## src/sbsd_pkg.sv

```systemverilog
// Constants for the serial bit-rate, status and data block
package sbsd_pkg;
  // Word index of each register, byte address = index * 4
  localparam logic [1:0] REG_BAUD = 2'h0;
  localparam logic [1:0] REG_STATUS = 2'h1;
  localparam logic [1:0] REG_DATA = 2'h2;
  localparam logic [1:0] REG_CTRL = 2'h3;
  localparam int IDX_LSB = 2;
  localparam int IDX_MSB = 3;
  localparam int MAP_TOP = 4;
  // bit_rate_config fields
  localparam int BR_PRE_LSB = 4;
  localparam int BR_PRE_MSB = 6;
  localparam int BR_RATE_MSB = 3;
  localparam logic [7:0] BR_MASK = 8'h7F;
  localparam logic [7:0] BAUD_RST = 8'h00;
  localparam logic [3:0] RATE_MAX = 4'h8;
  // serial_status fields
  localparam int ST_RXF = 7;
  localparam int ST_TXE = 5;
  localparam int ST_MODE_FAULT_FLAG = 4;
  // first_control_register fields
  localparam int CT_EN = 6;
  localparam int CT_TIE = 5;
  localparam int CT_MASTER_SELECT = 4;
  localparam int CT_SELECT_OUTPUT_ENABLE = 1;
  localparam int CT_FDE = 0;
  localparam logic [7:0] CTRL_RST = 8'h00;
  localparam logic [7:0] DATA_RST = 8'h00;
  // Transfer shape and timing
  localparam logic [3:0] BITS_PER_XFER = 4'h8;
  localparam int TXE_SET_CYCLES = 2;
  // Synchroniser reset levels, order {ss, sck, mosi, miso}
  localparam logic [3:0] PIN_RST = 4'h8;
  localparam int PIN_SS = 3;
  localparam int PIN_SCK = 2;
  localparam int PIN_MOSI = 1;
  localparam int PIN_MISO = 0;
  typedef enum logic [1:0] {S_IDLE, S_MXFER, S_SXFER} sbsd_state_t;
endpackage

```

## src/sbsd_core.sv

```systemverilog
// Serial interface: bit-rate generator, status flags and data buffers
// Summary of operation
// - Bit-rate register readable and writable anytime
// - Prescale bits 6:4 divide by code plus one
// - Rate bits divide by 2^(code+1), max 512
// - Divider output clocks master serial bits
// - Status bits 6,3:0 read zero; writes ignored
// - Receive-full sets when a transfer completes
// - Receive-full clears: status read, then data read
// - Transmit-empty clears: status read, then data write
// - Data write without armed status read is dropped
// - Interrupt when transmit-empty and its enable set
// - Buffer-to-shifter move sets transmit-empty
// - Idle write moves at once, flag back in two
// - Shifter done pulls queued byte, else nothing
// - Mode fault on select low in fault config
// - Mode fault clears: status read, control write
// - Data reads receive buffer, writes transmit buffer
// - Master starts transfer when data is written
// - Unread buffer at transfer end drops new byte
// - Disable aborts, empties buffers, resets all flags but mode fault
// - Mode fault drops master, sck and mosi outputs, aborts to idle
// - Eight bit cycles per transfer, then receive
module sbsd_core #(
  parameter int ADR_W = 8
) (
  // Clock and reset
  input wire logic clk_sys,
  input wire logic rst_b,
  // Wishbone classic slave
  input wire logic cyc_i,
  input wire logic stb_i,
  input wire logic [ADR_W-1:0] adr_i,
  input wire logic we_i,
  input wire logic [3:0] sel_i,
  input wire logic [31:0] dat_i,
  output logic [31:0] dat_o,
  output logic ack_o,
  // Serial pins
  input wire logic sckIn,
  output logic sckOut,
  output logic sckOe,
  input wire logic mosiIn,
  output logic mosiOut,
  output logic mosiOe,
  input wire logic misoIn,
  output logic misoOut,
  output logic misoOe,
  input wire logic ssIn,
  output logic ssOut,
  output logic select_output_enable,
  // Transmit interrupt request
  output logic txIrq
);
  // The unmapped-address slice needs at least one bit above the index
  if (ADR_W <= sbsd_pkg::MAP_TOP) begin : gBadAdr
    $error("ADR_W too small for the register map");
  end

  logic [3:0] pinMeta;
  logic [3:0] pinSync;
  logic [3:0] pinRaw;
  logic sckPrev;
  logic [7:0] baudReg;
  logic [7:0] ctrlReg;
  logic [7:0] txBuf;
  logic [7:0] rxBuf;
  logic [7:0] shifter;
  logic txBufFull, shiftLoaded, txEmpty, rxFull, mode_fault_flag;
  logic txArm, rxArm, modfArm;
  logic sampleBit, sckReg, ackReg;
  logic [2:0] preCnt;
  logic [7:0] divCnt;
  logic [3:0] shiftCnt;
  sbsd_pkg::sbsd_state_t state;
  logic access, rdAcc, wrAcc, mapped;
  logic [1:0] idx;
  logic en, master, fde, soe, tie;
  logic [3:0] rateSel;
  logic [7:0] halfLimit;
  logic halfTick, rise, fall, inBit, xferDone, abort, modfEvent, move;
  logic statusRd, dataRd, dataWr, dataWrOk, ctrlWr, rxClear;
  logic [7:0] rxByte;

  // Pin synchronisers
  assign pinRaw = {ssIn, sckIn, mosiIn, misoIn};
  for (genvar i = 0; i < 4; i++) begin : gSync
    always_ff @(posedge clk_sys or negedge rst_b) begin
      if (!rst_b) begin
        pinMeta[i] <= sbsd_pkg::PIN_RST[i];
        pinSync[i] <= sbsd_pkg::PIN_RST[i];
      end else begin
        pinMeta[i] <= pinRaw[i];
        pinSync[i] <= pinMeta[i];
      end
    end
  end

  always_ff @(posedge clk_sys or negedge rst_b) begin
    if (!rst_b) begin
      sckPrev <= 1'b0;
    end else begin
      sckPrev <= pinSync[sbsd_pkg::PIN_SCK];
    end
  end

  // Bus decode; one wait state, effects land on the edge that raises ack
  assign access = cyc_i & stb_i & ~ackReg;
  assign mapped = adr_i[ADR_W-1:sbsd_pkg::MAP_TOP] == '0;
  assign idx = adr_i[sbsd_pkg::IDX_MSB:sbsd_pkg::IDX_LSB];
  assign rdAcc = access & ~we_i & mapped;
  assign wrAcc = access & we_i & sel_i[0] & mapped;
  assign statusRd = rdAcc && idx == sbsd_pkg::REG_STATUS;
  assign dataRd = rdAcc && idx == sbsd_pkg::REG_DATA;
  assign dataWr = wrAcc && idx == sbsd_pkg::REG_DATA;
  assign ctrlWr = wrAcc && idx == sbsd_pkg::REG_CTRL;
  assign dataWrOk = dataWr & txArm;
  assign rxClear = dataRd & rxArm;
  assign ack_o = ackReg;

  assign en = ctrlReg[sbsd_pkg::CT_EN];
  assign master = ctrlReg[sbsd_pkg::CT_MASTER_SELECT];
  assign fde = ctrlReg[sbsd_pkg::CT_FDE];
  assign soe = ctrlReg[sbsd_pkg::CT_SELECT_OUTPUT_ENABLE];
  assign tie = ctrlReg[sbsd_pkg::CT_TIE];

  always_ff @(posedge clk_sys or negedge rst_b) begin
    if (!rst_b) begin
      ackReg <= 1'b0;
      dat_o <= '0;
    end else begin
      ackReg <= access;
      if (access && !we_i) begin
        dat_o <= '0;
        if (mapped) begin
          unique case (idx)
            sbsd_pkg::REG_BAUD: dat_o[7:0] <= baudReg;
            sbsd_pkg::REG_STATUS: begin
              dat_o[sbsd_pkg::ST_RXF] <= rxFull;
              dat_o[sbsd_pkg::ST_TXE] <= txEmpty;
              dat_o[sbsd_pkg::ST_MODE_FAULT_FLAG] <= mode_fault_flag;
            end
            sbsd_pkg::REG_DATA: dat_o[7:0] <= rxBuf;
            sbsd_pkg::REG_CTRL: dat_o[7:0] <= ctrlReg;
          endcase
        end
      end
    end
  end

  // Baud configuration is never locked by an active transfer
  always_ff @(posedge clk_sys or negedge rst_b) begin
    if (!rst_b) begin
      baudReg <= sbsd_pkg::BAUD_RST;
    end else if (wrAcc && idx == sbsd_pkg::REG_BAUD) begin
      baudReg <= dat_i[7:0] & sbsd_pkg::BR_MASK;
    end
  end

  // A fault outranks a simultaneous software write of master select
  always_ff @(posedge clk_sys or negedge rst_b) begin
    if (!rst_b) begin
      ctrlReg <= sbsd_pkg::CTRL_RST;
    end else begin
      if (ctrlWr) begin
        ctrlReg <= dat_i[7:0];
      end
      if (modfEvent) begin
        ctrlReg[sbsd_pkg::CT_MASTER_SELECT] <= 1'b0;
      end
    end
  end

  // Bit-rate generator; reserved rate codes act as the largest
  assign rateSel = baudReg[sbsd_pkg::BR_RATE_MSB:0] > sbsd_pkg::RATE_MAX ?
    sbsd_pkg::RATE_MAX : baudReg[sbsd_pkg::BR_RATE_MSB:0];
  assign halfLimit = 8'((9'h001 << rateSel) - 9'h001);
  assign halfTick = preCnt == baudReg[sbsd_pkg::BR_PRE_MSB:sbsd_pkg::BR_PRE_LSB] &&
    divCnt == halfLimit;

  // Counters idle at zero so the first edge comes half a bit after start
  always_ff @(posedge clk_sys or negedge rst_b) begin
    if (!rst_b) begin
      preCnt <= '0;
      divCnt <= '0;
    end else if (state != sbsd_pkg::S_MXFER || xferDone) begin
      preCnt <= '0;
      divCnt <= '0;
    end else if (preCnt == baudReg[sbsd_pkg::BR_PRE_MSB:sbsd_pkg::BR_PRE_LSB]) begin
      preCnt <= '0;
      divCnt <= halfTick ? 8'h00 : divCnt + 8'h01;
    end else begin
      preCnt <= preCnt + 3'h1;
    end
  end

  // Edge events; idle-low clock, sample on rise, shift on fall
  always_comb begin
    rise = 1'b0;
    fall = 1'b0;
    if (state == sbsd_pkg::S_MXFER) begin
      rise = halfTick & ~sckReg;
      fall = halfTick & sckReg;
    end else if (state == sbsd_pkg::S_SXFER) begin
      rise = pinSync[sbsd_pkg::PIN_SCK] & ~sckPrev;
      fall = ~pinSync[sbsd_pkg::PIN_SCK] & sckPrev;
    end
  end

  assign inBit = master ? pinSync[sbsd_pkg::PIN_MISO] : pinSync[sbsd_pkg::PIN_MOSI];
  assign xferDone = fall && shiftCnt == sbsd_pkg::BITS_PER_XFER - 4'h1 && !abort;
  assign rxByte = {shifter[6:0], sampleBit};
  assign modfEvent = en & master & fde & ~soe & ~pinSync[sbsd_pkg::PIN_SS];
  assign abort = ~en | modfEvent |
    (state == sbsd_pkg::S_SXFER & pinSync[sbsd_pkg::PIN_SS]);
  assign move = txBufFull & ~abort &
    (xferDone | (~shiftLoaded & state == sbsd_pkg::S_IDLE));

  always_ff @(posedge clk_sys or negedge rst_b) begin
    if (!rst_b) begin
      state <= sbsd_pkg::S_IDLE;
    end else if (abort) begin
      state <= sbsd_pkg::S_IDLE;
    end else begin
      unique case (state)
        sbsd_pkg::S_IDLE: begin
          if (master && shiftLoaded) begin
            state <= sbsd_pkg::S_MXFER;
          end else if (!master && !pinSync[sbsd_pkg::PIN_SS]) begin
            state <= sbsd_pkg::S_SXFER;
          end
        end
        sbsd_pkg::S_MXFER: begin
          if (xferDone && !move) begin
            state <= sbsd_pkg::S_IDLE;
          end
        end
        sbsd_pkg::S_SXFER: begin
          if (xferDone) begin
            state <= sbsd_pkg::S_IDLE;
          end
        end
      endcase
    end
  end

  // Shifter, bit count and serial clock
  always_ff @(posedge clk_sys or negedge rst_b) begin
    if (!rst_b) begin
      shifter <= '0;
      shiftCnt <= '0;
      sampleBit <= 1'b0;
      sckReg <= 1'b0;
      shiftLoaded <= 1'b0;
    end else if (abort) begin
      shiftCnt <= '0;
      sckReg <= 1'b0;
      shiftLoaded <= 1'b0;
    end else begin
      if (state == sbsd_pkg::S_MXFER && halfTick) begin
        sckReg <= ~sckReg;
      end
      if (rise) begin
        sampleBit <= inBit;
      end
      if (move) begin
        shifter <= txBuf;
        shiftLoaded <= 1'b1;
      end else if (fall) begin
        shifter <= rxByte;
      end
      if (xferDone) begin
        shiftCnt <= '0;
        if (!move) begin
          shiftLoaded <= 1'b0;
        end
      end else if (fall) begin
        shiftCnt <= shiftCnt + 4'h1;
      end
    end
  end

  // Transmit buffer; only an armed write reaches it
  always_ff @(posedge clk_sys or negedge rst_b) begin
    if (!rst_b) begin
      txBuf <= sbsd_pkg::DATA_RST;
      txBufFull <= 1'b0;
      txEmpty <= 1'b1;
      txArm <= 1'b0;
    end else if (!en) begin
      txBufFull <= 1'b0;
      txEmpty <= 1'b1;
      txArm <= 1'b0;
    end else begin
      if (dataWrOk) begin
        txBuf <= dat_i[7:0];
        txBufFull <= 1'b1;
      end else if (move) begin
        txBufFull <= 1'b0;
      end
      if (move) begin
        txEmpty <= 1'b1;
      end else if (dataWrOk) begin
        txEmpty <= 1'b0;
      end
      if (dataWr) begin
        txArm <= 1'b0;
      end else if (statusRd && txEmpty) begin
        txArm <= 1'b1;
      end
    end
  end

  // Receive buffer; a clear in the same cycle frees room for the new byte
  always_ff @(posedge clk_sys or negedge rst_b) begin
    if (!rst_b) begin
      rxBuf <= sbsd_pkg::DATA_RST;
      rxFull <= 1'b0;
      rxArm <= 1'b0;
    end else if (!en) begin
      rxFull <= 1'b0;
      rxArm <= 1'b0;
    end else begin
      if (xferDone && (!rxFull || rxClear)) begin
        rxBuf <= rxByte;
        rxFull <= 1'b1;
      end else if (rxClear) begin
        rxFull <= 1'b0;
      end
      if (dataRd) begin
        rxArm <= 1'b0;
      end else if (statusRd && rxFull) begin
        rxArm <= 1'b1;
      end
    end
  end

  // Mode fault flag; a new fault wins over the clearing write
  always_ff @(posedge clk_sys or negedge rst_b) begin
    if (!rst_b) begin
      mode_fault_flag <= 1'b0;
      modfArm <= 1'b0;
    end else begin
      if (modfEvent) begin
        mode_fault_flag <= 1'b1;
      end else if (ctrlWr && modfArm) begin
        mode_fault_flag <= 1'b0;
      end
      if (ctrlWr) begin
        modfArm <= 1'b0;
      end else if (statusRd && mode_fault_flag) begin
        modfArm <= 1'b1;
      end
    end
  end

  // Pin drive; a fault clears master select, releasing the sck, mosi and select outputs
  assign sckOut = sckReg;
  assign sckOe = en & master;
  assign mosiOut = shifter[7];
  assign mosiOe = en & master;
  assign misoOut = shifter[7];
  assign misoOe = en & ~master & ~pinSync[sbsd_pkg::PIN_SS];
  assign ssOut = state != sbsd_pkg::S_MXFER;
  assign select_output_enable = en & master & fde & soe;
  assign txIrq = txEmpty & tie;

  localparam int TXE_BOUND = sbsd_pkg::TXE_SET_CYCLES;
endmodule // sbsd_core

```

## config.mk

```make
export PLATFORM = sky130hd
export DESIGN_NAME = sbsd_core
export DESIGN_NICKNAME = d
export VERILOG_FILES = /design/src/sbsd_pkg.sv /design/src/sbsd_core.sv
export SDC_FILE = /design/constraint.sdc
export NUM_CORES = 1
export LEC_CHECK = 0
export ABC_AREA = 1
export BUFFER_PORTS_ARGS = -buffer_cell sky130_fd_sc_hd__buf_2
export CAP_MARGIN = 15
export CORE_MARGIN = 1.5
export CORE_UTILIZATION = 55
export CTS_CLUSTER_SIZE = 25
export DETAILED_ROUTE_END_ITERATION = 16
export PLACE_DENSITY_LB_ADDON = 0.25
export SYNTH_ARGS = -nofsm -noshare
export SYNTH_HDL_FRONTEND = slang
export SYNTH_SLANG_ARGS = --single-unit
```

## constraint.sdc

```tcl
create_clock -name clk_sys -period 3.6 [get_ports clk_sys]
set_clock_uncertainty 0.2 [all_clocks]
set_input_delay 0 -clock clk_sys [delete_from_list [all_inputs] [get_ports clk_sys]]
set_output_delay 0 -clock clk_sys [all_outputs]
set_load 0.02 [all_outputs]
```

# Word level (Yosys, flattened, before mapping)
# Cells that the tools add are included.
[totals]
in_bits = 53
output_inout_bits = 42
elab_cells = 187
reg_bits = 84
[op_classes]
n_reduce_logical = 41
n_shift = 1
n_lt_le_gt_ge = 1
muxes = 54
eq_ne = 16
bitwise_logic = 39
n_addsub = 4
[op_table]
columns = ["operator", "count"]
rows = [
  ["$mux 8", 6],
  ["$mux 1", 31],
  ["$and 1x1->1", 25],
  ["$logic_and 1x1->1", 18],
  ["$mux 4", 4],
  ["$ne 3x1->1 const B", 4],
  ["$pmux 4 s3", 1],
  ["$reduce_bool 2->1", 6],
  ["$not 1->1", 11],
  ["$mux 2", 5],
  ["$add 8x1->8 const B", 1],
  ["$eq 8x8->1", 1],
  ["$pmux 2 s4", 1],
  ["$reduce_and 2->1", 4],
  ["$shl 1x4->8 const A", 1],
  ["$sub 8x1->8 const B", 1],
  ["$eq 2x2->1 const B", 3],
  ["$logic_not 1->1", 6],
  ["$mux 3", 2],
  ["$ne 3x3->1 const B", 2],
  ["$pmux 2 s3", 1],
  ["$mux 5", 1],
  ["$add 4x1->4 const B", 1],
  ["$eq 2x1->1 const B", 2],
  ["14 further kinds", 18],
]

# Logic depth before layout (Yosys ltp)
# Gate-level depths: netlist of run 1.
[depth]
word_depth = 17
mapped_depth = 21
mapped_depth_nobuf = 21

# Least setup slack after synthesis of run 1
# OpenSTA, ideal clock, no wires.
[synth_path]
path_kind = "reg-to-reg"
from = "register baudReg[3]"
to = "register rxBuf[5]"
required_time_ns = 3.283
n_path_buf = 1
path_slack_ns = 1.076
synth_period_minus_slack_ns = 2.524
t_arrival_ns = 2.206
stages_incl_launch_ff = 21
setup_ns = 0.117
path_cell_list = "dfrtp_1 -> nor2_1 -> nand2_1 -> ha_1 -> inv_1 -> nand2_1 -> nand2_1 -> inv_1 -> nand2_1 -> nand3_1 -> nor2_1 -> nand2_1 -> nor2_2 -> nand4_2 -> nand2_2 -> nand2_4 -> inv_2 -> nand3_4 -> buf_6 -> nand2_1 -> o21ai_2"
[synth_between]
elab_chain_cells = 12
[synth_lines]
columns = ["element", "line_no", "text"]
rows = [
  ["start, declared", "sbsd_core.sv:64", "logic [7:0] baudReg;"],
  ["start signal, assigned", "sbsd_core.sv:154", "baudReg <= sbsd_pkg::BAUD_RST;"],
  ["start signal, assigned", "sbsd_core.sv:156", "baudReg <= dat_i[7:0] & sbsd_pkg::BR_MASK;"],
  ["$gt 4x4->1", "sbsd_core.sv:175", "assign rateSel = baudReg[sbsd_pkg::BR_RATE_MSB:0] > sbsd_pkg::RATE_MAX ?"],
  ["$mux 4 (*)", "sbsd_core.sv:175", ""],
  ["$shl 1x4->8 (*)", "sbsd_core.sv:177", "assign halfLimit = 8'((9'h001 << rateSel) - 9'h001);"],
  ["$sub 8x1->8 (*)", "sbsd_core.sv:177", ""],
  ["$eq 8x8->1 (*)", "sbsd_core.sv:179", "divCnt == halfLimit;"],
  ["$logic_and 1x1->1 (*)", "sbsd_core.sv:178", "assign halfTick = preCnt == baudReg[sbsd_pkg::BR_PRE_MSB:sbsd_pkg::BR_PRE_LSB] &&"],
  ["$and 1x1->1 (*)", "sbsd_core.sv:203", "fall = halfTick & sckReg;"],
  ["$mux 1 (*)", "sbsd_core.sv:201", "if (state == sbsd_pkg::S_MXFER) begin"],
  ["$logic_and 1x1->1 (*) (2 in series)", "sbsd_core.sv:211", "assign xferDone = fall && shiftCnt == sbsd_pkg::BITS_PER_XFER - 4'h1 && !abort;"],
  ["$logic_and 1x1->1 (*)", "sbsd_core.sv:324", "if (xferDone && (!rxFull || rxClear)) begin"],
  ["$reduce_and 2->1 (no source line) (*)", "n/a", ""],
  ["end signal, assigned", "sbsd_core.sv:317", "rxBuf <= sbsd_pkg::DATA_RST;"],
  ["end signal, assigned", "sbsd_core.sv:325", "rxBuf <= rxByte;"],
  ["end, declared", "sbsd_core.sv:67", "logic [7:0] rxBuf;"],
]
# Mark *: on every way between the ends. The rest lies on a longest branch, timed or not.
# A chain may end at the register's enable or synchronous reset.

# Worst setup path in the final report of run 1
[layout_path]
from = "register baudReg[3]"
to = "register txBufFull"
[layout_between]
elab_chain_cells = 13
[layout_lines]
columns = ["element", "line_no", "text"]
rows = [
  ["$gt 4x4->1", "sbsd_core.sv:175", ""],
  ["$mux 4 (*)", "sbsd_core.sv:175", ""],
  ["$shl 1x4->8 (*)", "sbsd_core.sv:177", ""],
  ["$sub 8x1->8 (*)", "sbsd_core.sv:177", ""],
  ["$eq 8x8->1 (*)", "sbsd_core.sv:179", ""],
  ["$logic_and 1x1->1 (*)", "sbsd_core.sv:178", ""],
  ["$and 1x1->1 (*)", "sbsd_core.sv:203", ""],
  ["$mux 1 (*)", "sbsd_core.sv:201", ""],
  ["$logic_and 1x1->1 (*) (2 in series)", "sbsd_core.sv:211", ""],
  ["$or 1x1->1 (*)", "sbsd_core.sv:217", "(xferDone | (~shiftLoaded & state == sbsd_pkg::S_IDLE));"],
  ["$and 1x1->1 (*)", "sbsd_core.sv:216", "assign move = txBufFull & ~abort &"],
  ["$ne 3x1->1 (no source line) (*)", "n/a", ""],
  ["end signal, assigned", "sbsd_core.sv:287", "txBufFull <= 1'b0;"],
  ["end signal, assigned", "sbsd_core.sv:291", "txBufFull <= 1'b0;"],
  ["end signal, assigned", "sbsd_core.sv:297", "txBufFull <= 1'b1;"],
  ["end, declared", "sbsd_core.sv:69", "logic txBufFull, shiftLoaded, txEmpty, rxFull, mode_fault_flag;"],
]
# Marks and branches as above.

==> results.sh, run 1 <==
export IMPL_final_hold_violation_count=0
export IMPL_cts_setup_buffers=0
export IMPL_yosysTopAreaCell="dfrtp_1"
export IMPL_grt_pass1_vias=3435
export IMPL_grt_util_all_layers=0.242
export IMPL_cp_start_kind="flip-flop"
export IMPL_drt_iter0_drc=213
export IMPL_maxSlewHeadroom=0.520
export IMPL_drcViolationCount=0
export IMPL_syn_area_um2=4360
export IMPL_ctsHtreeMaxLevel=3
export IMPL_grt_max_degree=58
export IMPL_yosysWarnings=0
export IMPL_dieArea_um2=8470
export IMPL_cts_tree="built"
export IMPL_required_ns=3.64
export IMPL_max_stage_delay_ns=0.47
export IMPL_start_util=0.567
export IMPL_die_x_um=92.0
export IMPL_ys_flop_type="dfrtp_1"
export IMPL_fp_coreArea_um2=7690
export IMPL_grt_setup_unrepaired="no"
export IMPL_crit_slowest_cell="dfrtp_1"
export IMPL_synth_edf_count=0
export IMPL_power_density_nw_per_um2=376
export IMPL_clkTransAtPathRegs_ns=0.09
export IMPL_tightestPinTransition_ns=0.719
export IMPL_portBuffers=41
export IMPL_cp_end_kind="flip-flop"
export IMPL_post_drt_wl_per_cell_um=13.3
export IMPL_yosysSeqAreaShare=0.483
export IMPL_netlist_instances=537
export IMPL_cp_cell_sequence="nor2_1 > nand2_1 > ha_1 > inv_1 > nand2_1 > nand2_1 > inv_1 > nand2_1 > nand3_1 > nor2_1 > nand2_1 > nor2_2 > nand4_2 > nand2_2 > nand2_4 > nand2_2 > nand2_4 > inv_4 > nor2_1 > nand2_1 > nand2_1"
export IMPL_crit_type="flip-flop to flip-flop"
export IMPL_cp_buffers_inverters=3
export IMPL_irDropWorstVdd_mv=0.250
export IMPL_clockBufferDepth=2
export IMPL_ioPinCount=95
export IMPL_antenna_found_initial=0
export IMPL_dp_hpwl_mm=6.70
export IMPL_pwr_share_seq=0.513
export IMPL_crit_top_cell="nand2_1"
export IMPL_fmax_mhz=330
export IMPL_p_comb_frac=0.088
export IMPL_cts_sinks=84
export IMPL_post_route_min_period_ns=3.03
export IMPL_critPathTopFamily="simple AND/OR/NAND/NOR gates"
export IMPL_yosysUniqueCellTypes=38
export IMPL_outcome="complete, no violations"
export IMPL_p_clk_frac=0.399
export IMPL_synth_area_leaders="dfrtp_1 (46%), nand2_1 (12%), inv_1 (5.4%), o21ai_0 (4.8%), nand3_1 (4.6%)"
export IMPL_finalPower_w=0.00188
export IMPL_cts_made_buffers=9
export IMPL_internal_power_w=0.00140
export IMPL_switching_share=0.255
export IMPL_placedCellCount=670
export IMPL_root_buffer="clkbuf_8"
export IMPL_cts_resized=0
export IMPL_p_switching_w=0.000479
export IMPL_diodes=0
export IMPL_crit_cells=21
export IMPL_async_flop_share=1.00
export IMPL_min_path_type="primary input to async pin"
export IMPL_crit_arrival_ns=3.07
export IMPL_ant_nets=0
export IMPL_clkLatencyLatePin_ns=0.37
export IMPL_setup_tns_ns=0
export IMPL_syn_area_per_cell_um2=8.12
export IMPL_grt_remaining_overflow=0
export IMPL_layout_worst_path_cycle_share=0.841
export IMPL_gp_congestion=0.895
export IMPL_synth_seq_cells=84
export IMPL_drv_cap=0
export IMPL_drt_pre_antenna_iters=4
export IMPL_area_delta_synth_final_pct=14.5
export IMPL_drive_gt1_frac=0.140
export IMPL_fin_cells=709
export IMPL_critPathMaxFanout=16
export IMPL_wl_mm=9.46
export IMPL_finalMaxSlewViolations=0
export IMPL_vias=3610
export IMPL_avgViaCountPerCell=5.09
export IMPL_setup_viol_count_final=0
export IMPL_p_leak_nw=2.50
export IMPL_dieHeight_um=92.0
export IMPL_std_cell_rows=32
export IMPL_num_nets_final=662
export IMPL_grt_pass1_wl_mm=15.9
export IMPL_netlist_area_leader_share=0.465
export IMPL_r2r_cells=21
per-layer routing:
metal | GRT usage | vias to the layer above | wire length [um]
met5 | 0 | - | 0
met4 | 0.0795 | 0 | 110
met3 | 0.0431 | 10 | 578
met2 | 0.400 | 114 | 4490
met1 | 0.323 | 1687 | 4280
li1 | - | 1799 | -
what timing repair did:
action / 4_1_cts / 5_1_grt
setup endpoints to repair: 0 / 0
hold buffers: 23 / 0
hold endpoints to repair: 96 / 0
logic make-up after synthesis:
group,share of synthesized area
XOR/XNOR,0.0201
other,0.000860
buffers and inverters,0.114
multiplexers,0.00258
AO/OA/AOI/OAI,0.0996
adder cells (fa/ha/maj),0.0201
AND/OR/NAND/NOR,0.260
flip-flops,0.483
state kept, by name, summed over array words and instances (netlist names), 7 cells and up:
| signal | count |
|---|---|
| baudReg | 7 |
| ctrlReg | 8 |
| dat_o | 8 |
| divCnt | 8 |
| rxBuf | 8 |
| shifter | 8 |
| txBuf | 8 |
area by class of cell:
class                      instances  area, um2
timing repair buffer              65        445
multi-input combinational        375       1840
sequential                        84       2110
clock buffer                      10        128
clock inverter                     6       88.8
fill                             681       2700
inverter                          67        254
tap                              102        128
synthesized netlist by cell type, types with 3 or more instances:
| cell | count |
|---|---|
| nand2_1 | 139 |
| dfrtp_1 | 81 |
| inv_1 | 63 |
| nor2_1 | 53 |
| o21ai_0 | 42 |
| nand3_1 | 40 |
| buf_4 | 26 |
| a21oi_1 | 10 |
| o21ai_2 | 8 |
| xor2_1 | 8 |
| ha_1 | 7 |
| a221oi_1 | 5 |
| nor3_1 | 5 |
| clkbuf_1 | 4 |
| nand2_4 | 4 |
| nand4_1 | 4 |
| a211oi_1 | 3 |
| dfstp_2 | 3 |
| inv_2 | 3 |
| nand2_2 | 3 |
| nand3b_1 | 3 |
worst paths after layout:
check                            from         end  slack, ns
setup / recovery           baudReg[3]   txBufFull       0.57
hold / removal                  rst_b   divCnt[1]       0.02
setup reg to reg           baudReg[3]   txBufFull       0.57
hold reg to reg            pinMeta[2]  pinSync[2]       0.16
max in group asynchronous       rst_b  pinSync[3]       2.28
min in group clk_sys            sckIn  pinMeta[2]       0.07
power groups by stage:
| stage | Sequential (W) | Clock, W | Combinational (W) |
|---|---|---|---|
| after detailed placement | 0.000982 | 0 | 0.000148 |
| after floorplan | 0.000982 | 0 | 0.000111 |
| after CTS | 0.000963 | 0.000750 | 0.000165 |
| final | 0.000963 | 0.000748 | 0.000166 |
| after global routing | 0.000965 | 0.000794 | 0.000184 |
| after global placement | 0.000981 | 0 | 0.000146 |
placed cells by master (no fill, tap or decap), drive strengths merged, types with 2 or more instances in the layout:
cell / n
clkinv: 2
a211oi: 3
inv: 67
dfstp: 3
buf: 42
conb: 24
a221oi: 5
o21ai: 50
xnor2: 2
clkbuf: 10
clkinvlp: 2
nand2: 146
nand3b: 3
nor2: 55
nor3: 5
nor4: 2
xor2: 8
a21oi: 10
bufinv: 2
o211ai: 2
dfrtp: 81
nand3: 41
dlygate4sd3: 23
nand4: 5
ha: 7
per-stage QoR:
stage	util	hold WS, ns	setup WS [ns]	cell area, um2
5_1_grt	0.649	0.0634	0.206	4990
2_1_floorplan	-	-0.496	1.08	4450
4_1_cts	0.649	0.0552	0.586	4990
3_3_place_gp	0.591	-0.0983	0.656	4550
3_5_place_dp	0.591	-0.0930	0.615	4550
6_report	0.649	0.0231	0.574	4990
Power figures use the tool's default switching activity.
==> run 2, diff against run 1 <==
==> constraint.sdc (replaced) <==
create_clock -name clk_sys -period 3 [get_ports clk_sys]
set_clock_uncertainty 0.2 [all_clocks]
set_input_delay 0 -clock clk_sys [delete_from_list [all_inputs] [get_ports clk_sys]]
set_output_delay 0 -clock clk_sys [all_outputs]
set_load 0.02 [all_outputs]
==> run 2 against run 1 <==
  * Wire length rose by 0.85%
  * Critical path depth fell by 1
  * Die area did not move
  * First-iteration DRC count fell by 0.94%
  * Non-clock buffer count rose by 6
  * Register-to-register slack got worse by 0.41 ns
  * Total power rose by 14%
  * Critical path type unchanged
  * Highest routed layer unchanged
==> results.sh, run 2 (synthesis results as in run 1) <==
export IMPL_min_path_type="primary input to flip-flop"
export IMPL_required_ns=3.04
export IMPL_multi_input_area_um2=1880
export IMPL_drive_gt1_frac=0.155
export IMPL_diodes=0
export IMPL_clockBufferDepth=2
export IMPL_vias=3718
export IMPL_ioPinCount=95
export IMPL_finalMaxSlewViolations=0
export IMPL_clkLatencyLatePin_ns=0.36
export IMPL_portBuffers=41
export IMPL_dieArea_um2=8470
export IMPL_ant_nets=0
export IMPL_irDropWorstVdd_mv=0.292
export IMPL_outcome="complete, no violations"
export IMPL_cts_made_buffers=9
export IMPL_final_util=0.656
export IMPL_crit_arrival_ns=2.87
export IMPL_post_route_min_period_ns=2.83
export IMPL_whs_ns=0.0377
export IMPL_fin_cells=715
export IMPL_grt_max_degree=85
export IMPL_area_delta_synth_final_pct=15.7
export IMPL_dp_hpwl_mm=6.65
export IMPL_root_buffer="clkbuf_8"
export IMPL_grt_pass1_wl_mm=16.0
export IMPL_dieHeight_um=92.0
export IMPL_drv_cap=0
export IMPL_cp_start_kind="flip-flop"
export IMPL_clkTransAtPathRegs_ns=0.08
export IMPL_grt_remaining_overflow=0
export IMPL_layout_worst_path_cycle_share=0.944
export IMPL_die_x_um=92.0
export IMPL_final_common_cell="nand2_1"
export IMPL_cts_tree="built"
export IMPL_grt_util_all_layers=0.241
export IMPL_seq_area_um2=2110
export IMPL_std_cell_rows=32
export IMPL_grt_pass1_vias=3491
export IMPL_layout_common_cells="nand2_1 (138), dfrtp_1 (80), inv_1 (63), nor2_1 (51), o21ai_0 (42)"
export IMPL_pre_cts_ws_ns=0.177
export IMPL_fin_ws_ns=0.168
export IMPL_ctsHtreeMaxLevel=3
export IMPL_post_drt_wl_per_cell_um=13.3
export IMPL_fmax_mhz=353
export IMPL_cts_sinks=84
export IMPL_final_hold_violation_count=0
export IMPL_crit_type="flip-flop to flip-flop"
export IMPL_drt_iter0_drc=211
export IMPL_antenna_found_initial=0
export IMPL_gp_congestion=0.908
export IMPL_drcViolationCount=0
export IMPL_cp_end_kind="flip-flop"
export IMPL_placedCellCount=675
export IMPL_wl_mm=9.54
export IMPL_p_leak_nw=2.53
export IMPL_setup_tns_ns=0
export IMPL_setup_viol_count_final=0
export IMPL_maxSlewHeadroom=0.316
export IMPL_fp_coreArea_um2=7690
export IMPL_tightestPinTransition_ns=1.03
export IMPL_drt_pre_antenna_iters=5
export IMPL_num_nets_final=669
export IMPL_r2r_setup_slack_ns=0.17
export IMPL_fill_cells=670
export IMPL_critPathMaxFanout=7
export IMPL_start_util=0.567
export IMPL_power_density_nw_per_um2=425
export IMPL_avgViaCountPerCell=5.20
## run 2: worst paths after layout
path | cells after the start | endpoint | from
max in group asynchronous | 2 | baudReg[3] | rst_b
min in group asynchronous | 2 | dat_o[6] | rst_b
max | 20 | divCnt[6] | baudReg[1]
min reg2reg | 0 | pinSync[2] | pinMeta[2]
max reg2reg | 20 | divCnt[6] | baudReg[1]
min | 7 | txEmpty | adr_i[5]
## run 2: cell type report
type / count / area share
Clock buffer: 11 / 0.0260
Clock inverter: 4 / 0.0102
Inverter: 67 / 0.0504
Multi-Input combinational cell: 376 / 0.373
Sequential cell: 84 / 0.418
Tap cell: 102 / 0.0253
Timing Repair Buffer: 71 / 0.0972
## run 2: power breakdown
group	internal, W	leakage (nW)	switching (W)	total (W)
combinational	0.0000671	1.30	0.000143	0.000210
clock	0.000381	0.0894	0.000398	0.000779
sequential	0.00115	1.13	0.00000981	0.00116
total	0.00159	2.53	0.000550	0.00215
## run 2: layer usage
metal	global-route usage	vias to the layer above	share of wire
li1	-	1815	-
met3	0.0431	17	0.061
met1	0.325	1730	0.45
met2	0.390	156	0.46
met4	0.0885	0	0.021
met5	0	-	0
## run 2: worst max-delay path: stages, from the launching register on
cell,delay [ns]
dfrtp_1,0.44
nor2_1,0.15
nand3_1,0.10
ha_2,0.34
inv_1,0.04
nand2_1,0.06
nand2_1,0.06
nor2_1,0.09
nand3_1,0.08
nor2_1,0.08
nand2_1,0.10
nor2_4,0.13
nand4_4,0.11
nand2_4,0.12
nand2_4,0.07
inv_2,0.11
nand2_1,0.11
nand2_2,0.13
inv_2,0.06
nand2_4,0.10
nor2_1,0.05
## run 2: what timing repair did
item                       in CTS  in global routing
hold endpoints to repair      120                  0
gates resized for setup         0                  8
buffers inserted                0                  1
hold buffers                   23                  0
setup endpoints to repair       0                 28
## run 2: metrics by stage
stage,power [W],cell area (um2)
global route,0.00224,5040
detailed placement,0.00136,4580
CTS,0.00215,5000
floorplan,0.00131,4450
finish,0.00215,5040
global placement,0.00136,4580
==> run 3, diff against run 2 <==
--- a/config.mk
+++ b/config.mk
@@ -12,7 +12,8 @@
 export CORE_UTILIZATION = 55
 export CTS_CLUSTER_SIZE = 25
 export DETAILED_ROUTE_END_ITERATION = 16
-export PLACE_DENSITY_LB_ADDON = 0.25
+export PLACE_DENSITY = 0.81
+export RECOVER_POWER = 50
 export SYNTH_ARGS = -nofsm -noshare
 export SYNTH_HDL_FRONTEND = slang
 export SYNTH_SLANG_ARGS = --single-unit
==> run 3 against run 2 <==
  * The flow now finishes with violations (capacitance limit, slew limit)
  * Core utilization grew 1.4 points
  * Sequential power about the same
  * Global-route usage up 0.85 points
  * Cell count up 0.42%
  * Non-clock buffer count grew 2
  * Highest routed layer unchanged
  * Via count up 2.5%
==> results.sh, run 3 (synthesis results as in run 1) <==
export IMPL_drv_cap=1
export IMPL_drt_iter0_drc=277
export IMPL_finalPower_w=0.00234
export IMPL_drive_gt1_frac=0.149
export IMPL_fin_ws_ns=0.145
export IMPL_critPathMaxFanout=2
export IMPL_cts_made_buffers=9
export IMPL_grt_pass1_wl_mm=16.5
export IMPL_outcome="complete, but fails checks"
export IMPL_clockBufferDepth=2
export IMPL_layout_common_cells="nand2_1 (135), dfrtp_1 (78), inv_1 (63), nor2_1 (50), o21ai_0 (42)"
export IMPL_dieHeight_um=92.0
export IMPL_multi_input_area_um2=1920
export IMPL_drcViolationCount=0
export IMPL_post_drt_wl_per_cell_um=14.0
export IMPL_violations="capacitance limit, slew limit"
export IMPL_cts_tree="built"
export IMPL_finalMaxSlewViolations=85
export IMPL_maxSlewHeadroom=-0.365
export IMPL_seq_area_um2=2110
export IMPL_dp_hpwl_mm=6.81
export IMPL_fmax_mhz=350
export IMPL_start_util=0.567
export IMPL_die_x_um=92.0
export IMPL_vias=3810
export IMPL_cp_cell_sequence="dlygate4sd3_1 > buf_2 > nor4_1 > dlygate4sd3_1 > nand3_1 > dlygate4sd3_1 > nand2_1 > dlygate4sd3_1"
export IMPL_clkLatencyLatePin_ns=0.36
export IMPL_clkTransAtPathRegs_ns=0.08
export IMPL_post_route_min_period_ns=2.85
export IMPL_layout_worst_path_cycle_share=0.952
export IMPL_critPathTopFamily="buffers and inverters"
export IMPL_crit_top_cell="dlygate4sd3_1"
export IMPL_ioPinCount=95
export IMPL_avgViaCountPerCell=5.31
export IMPL_fill_cells=642
export IMPL_grt_util_all_layers=0.249
export IMPL_crit_arrival_ns=2.95
export IMPL_num_nets_final=671
export IMPL_final_hold_violation_count=0
export IMPL_wl_met3_um=627
export IMPL_cp_buffers_inverters=5
export IMPL_portBuffers=41
export IMPL_grt_remaining_overflow=0
export IMPL_cts_sinks=84
export IMPL_irDropWorstVdd_mv=0.338
export IMPL_met1_length_mm=4.24
export IMPL_tightestPinTransition_ns=2.05
export IMPL_grt_max_degree=85
export IMPL_min_path_type="primary input to flip-flop"
export IMPL_gp_congestion=0.901
export IMPL_setup_viol_count_final=0
export IMPL_dpl_cell_area_um2=4570
export IMPL_ant_nets=0
export IMPL_fin_cells=718
export IMPL_diodes=0
export IMPL_cp_start_kind="primary input"
export IMPL_cp_end_kind="flip-flop"
export IMPL_required_ns=3.10
export IMPL_ctsHtreeMaxLevel=3
export IMPL_max_stage_delay_ns=0.67
export IMPL_wl_met2_mm=5.03
export IMPL_grt_pass1_vias=3504
export IMPL_crit_slowest_cell="dlygate4sd3_1"
export IMPL_fp_coreArea_um2=7690
export IMPL_dieArea_um2=8470
export IMPL_pre_cts_ws_ns=0.0981
export IMPL_root_buffer="clkbuf_8"
export IMPL_whs_path_depth=7
export IMPL_crit_cells=8
export IMPL_drt_pre_antenna_iters=6
export IMPL_top_layer="met4"
export IMPL_crit_type="primary input to flip-flop"
export IMPL_antenna_found_initial=0
export IMPL_placedCellCount=673
export IMPL_finalInstanceArea_um2=5150
export IMPL_area_delta_synth_final_pct=18.1
export IMPL_final_common_cell="nand2_1"
export IMPL_r2r_cells=20
export IMPL_power_density_nw_per_um2=454
export IMPL_wl_mm=10.1
export IMPL_p_leak_nw=2.52
export IMPL_std_cell_rows=32
[run 3: cell types whose count changed in the layout (fill, tap and decap cells not counted), moves of 2 or more]
cell	previous run	this run
buf_2	40	27
clkbuf_1	2	14
nand2_1	138	135
nand2_2	3	6
bufinv_16	1	3
dfrtp_1	80	78
dfrtp_2	1	3
nor2_4	1	3
[run 3: area by class of cell]
class,count,share of cell area
clock buffer,10,0.0248
timing repair buffer,73,0.0950
sequential,84,0.410
inverter,67,0.0518
clock inverter,6,0.0216
multi-input combinational,376,0.372
tap,102,0.0248
[run 3: worst paths after layout]
path,from,to,slack [ns]
worst max-delay path,adr_i[7],dat_o[7],0.15
worst min-delay path,adr_i[5],txArm,0.02
worst max register to register,baudReg[3],divCnt[3],0.21
worst min register to register,pinMeta[1],pinSync[1],0.15
max in group asynchronous,rst_b,baudReg[1],0.69
min in group asynchronous,rst_b,divCnt[5],0.53
[run 3: power by group]
| part | leakage [nW] | internal [W] | switching [W] |
|---|---|---|---|
| Sequential | 1.13 | 0.00115 | 0.0000103 |
| Clock | 0.117 | 0.000555 | 0.000417 |
| Combinational | 1.27 | 0.0000676 | 0.000140 |
[run 3: what timing repair did]
item,in CTS,in global routing
endpoints found under the setup margin,0,32
endpoints found under the hold margin,120,0
hold buffers,24,0
buffers inserted,0,4
resized for setup,0,21
[run 3: worst register-to-register path: stages (launching register included)]
cell	delay, ns
dfrtp_2	0.47
nor2_4	0.12
nand3_2	0.10
ha_4	0.29
inv_1	0.03
nand2_1	0.07
nand2_1	0.05
nor2_1	0.09
nand3_1	0.09
nor2_1	0.09
nand2_1	0.07
nor2_2	0.11
nand4_2	0.14
nand2_4	0.15
nand2_4	0.09
inv_4	0.09
nand2_1	0.10
nand2_2	0.12
inv_2	0.06
nand2_4	0.10
nor2_1	0.06
[run 3: per-layer routing]
metal,global-route usage,up-vias
met4,0.0987,0
li1,-,1816
met1,0.332,1824
met2,0.404,151
met5,0,-
met3,0.0439,19
[run 3: metrics by stage]
step                TNS, ns  utilization  hold WS, ns
floorplan                 0            -       -0.496
global placement          0        0.594      -0.0944
detailed placement        0        0.594      -0.0934
CTS                       0        0.657      0.00232
global route         -0.271        0.670       0.0652
finish                    0        0.670       0.0167
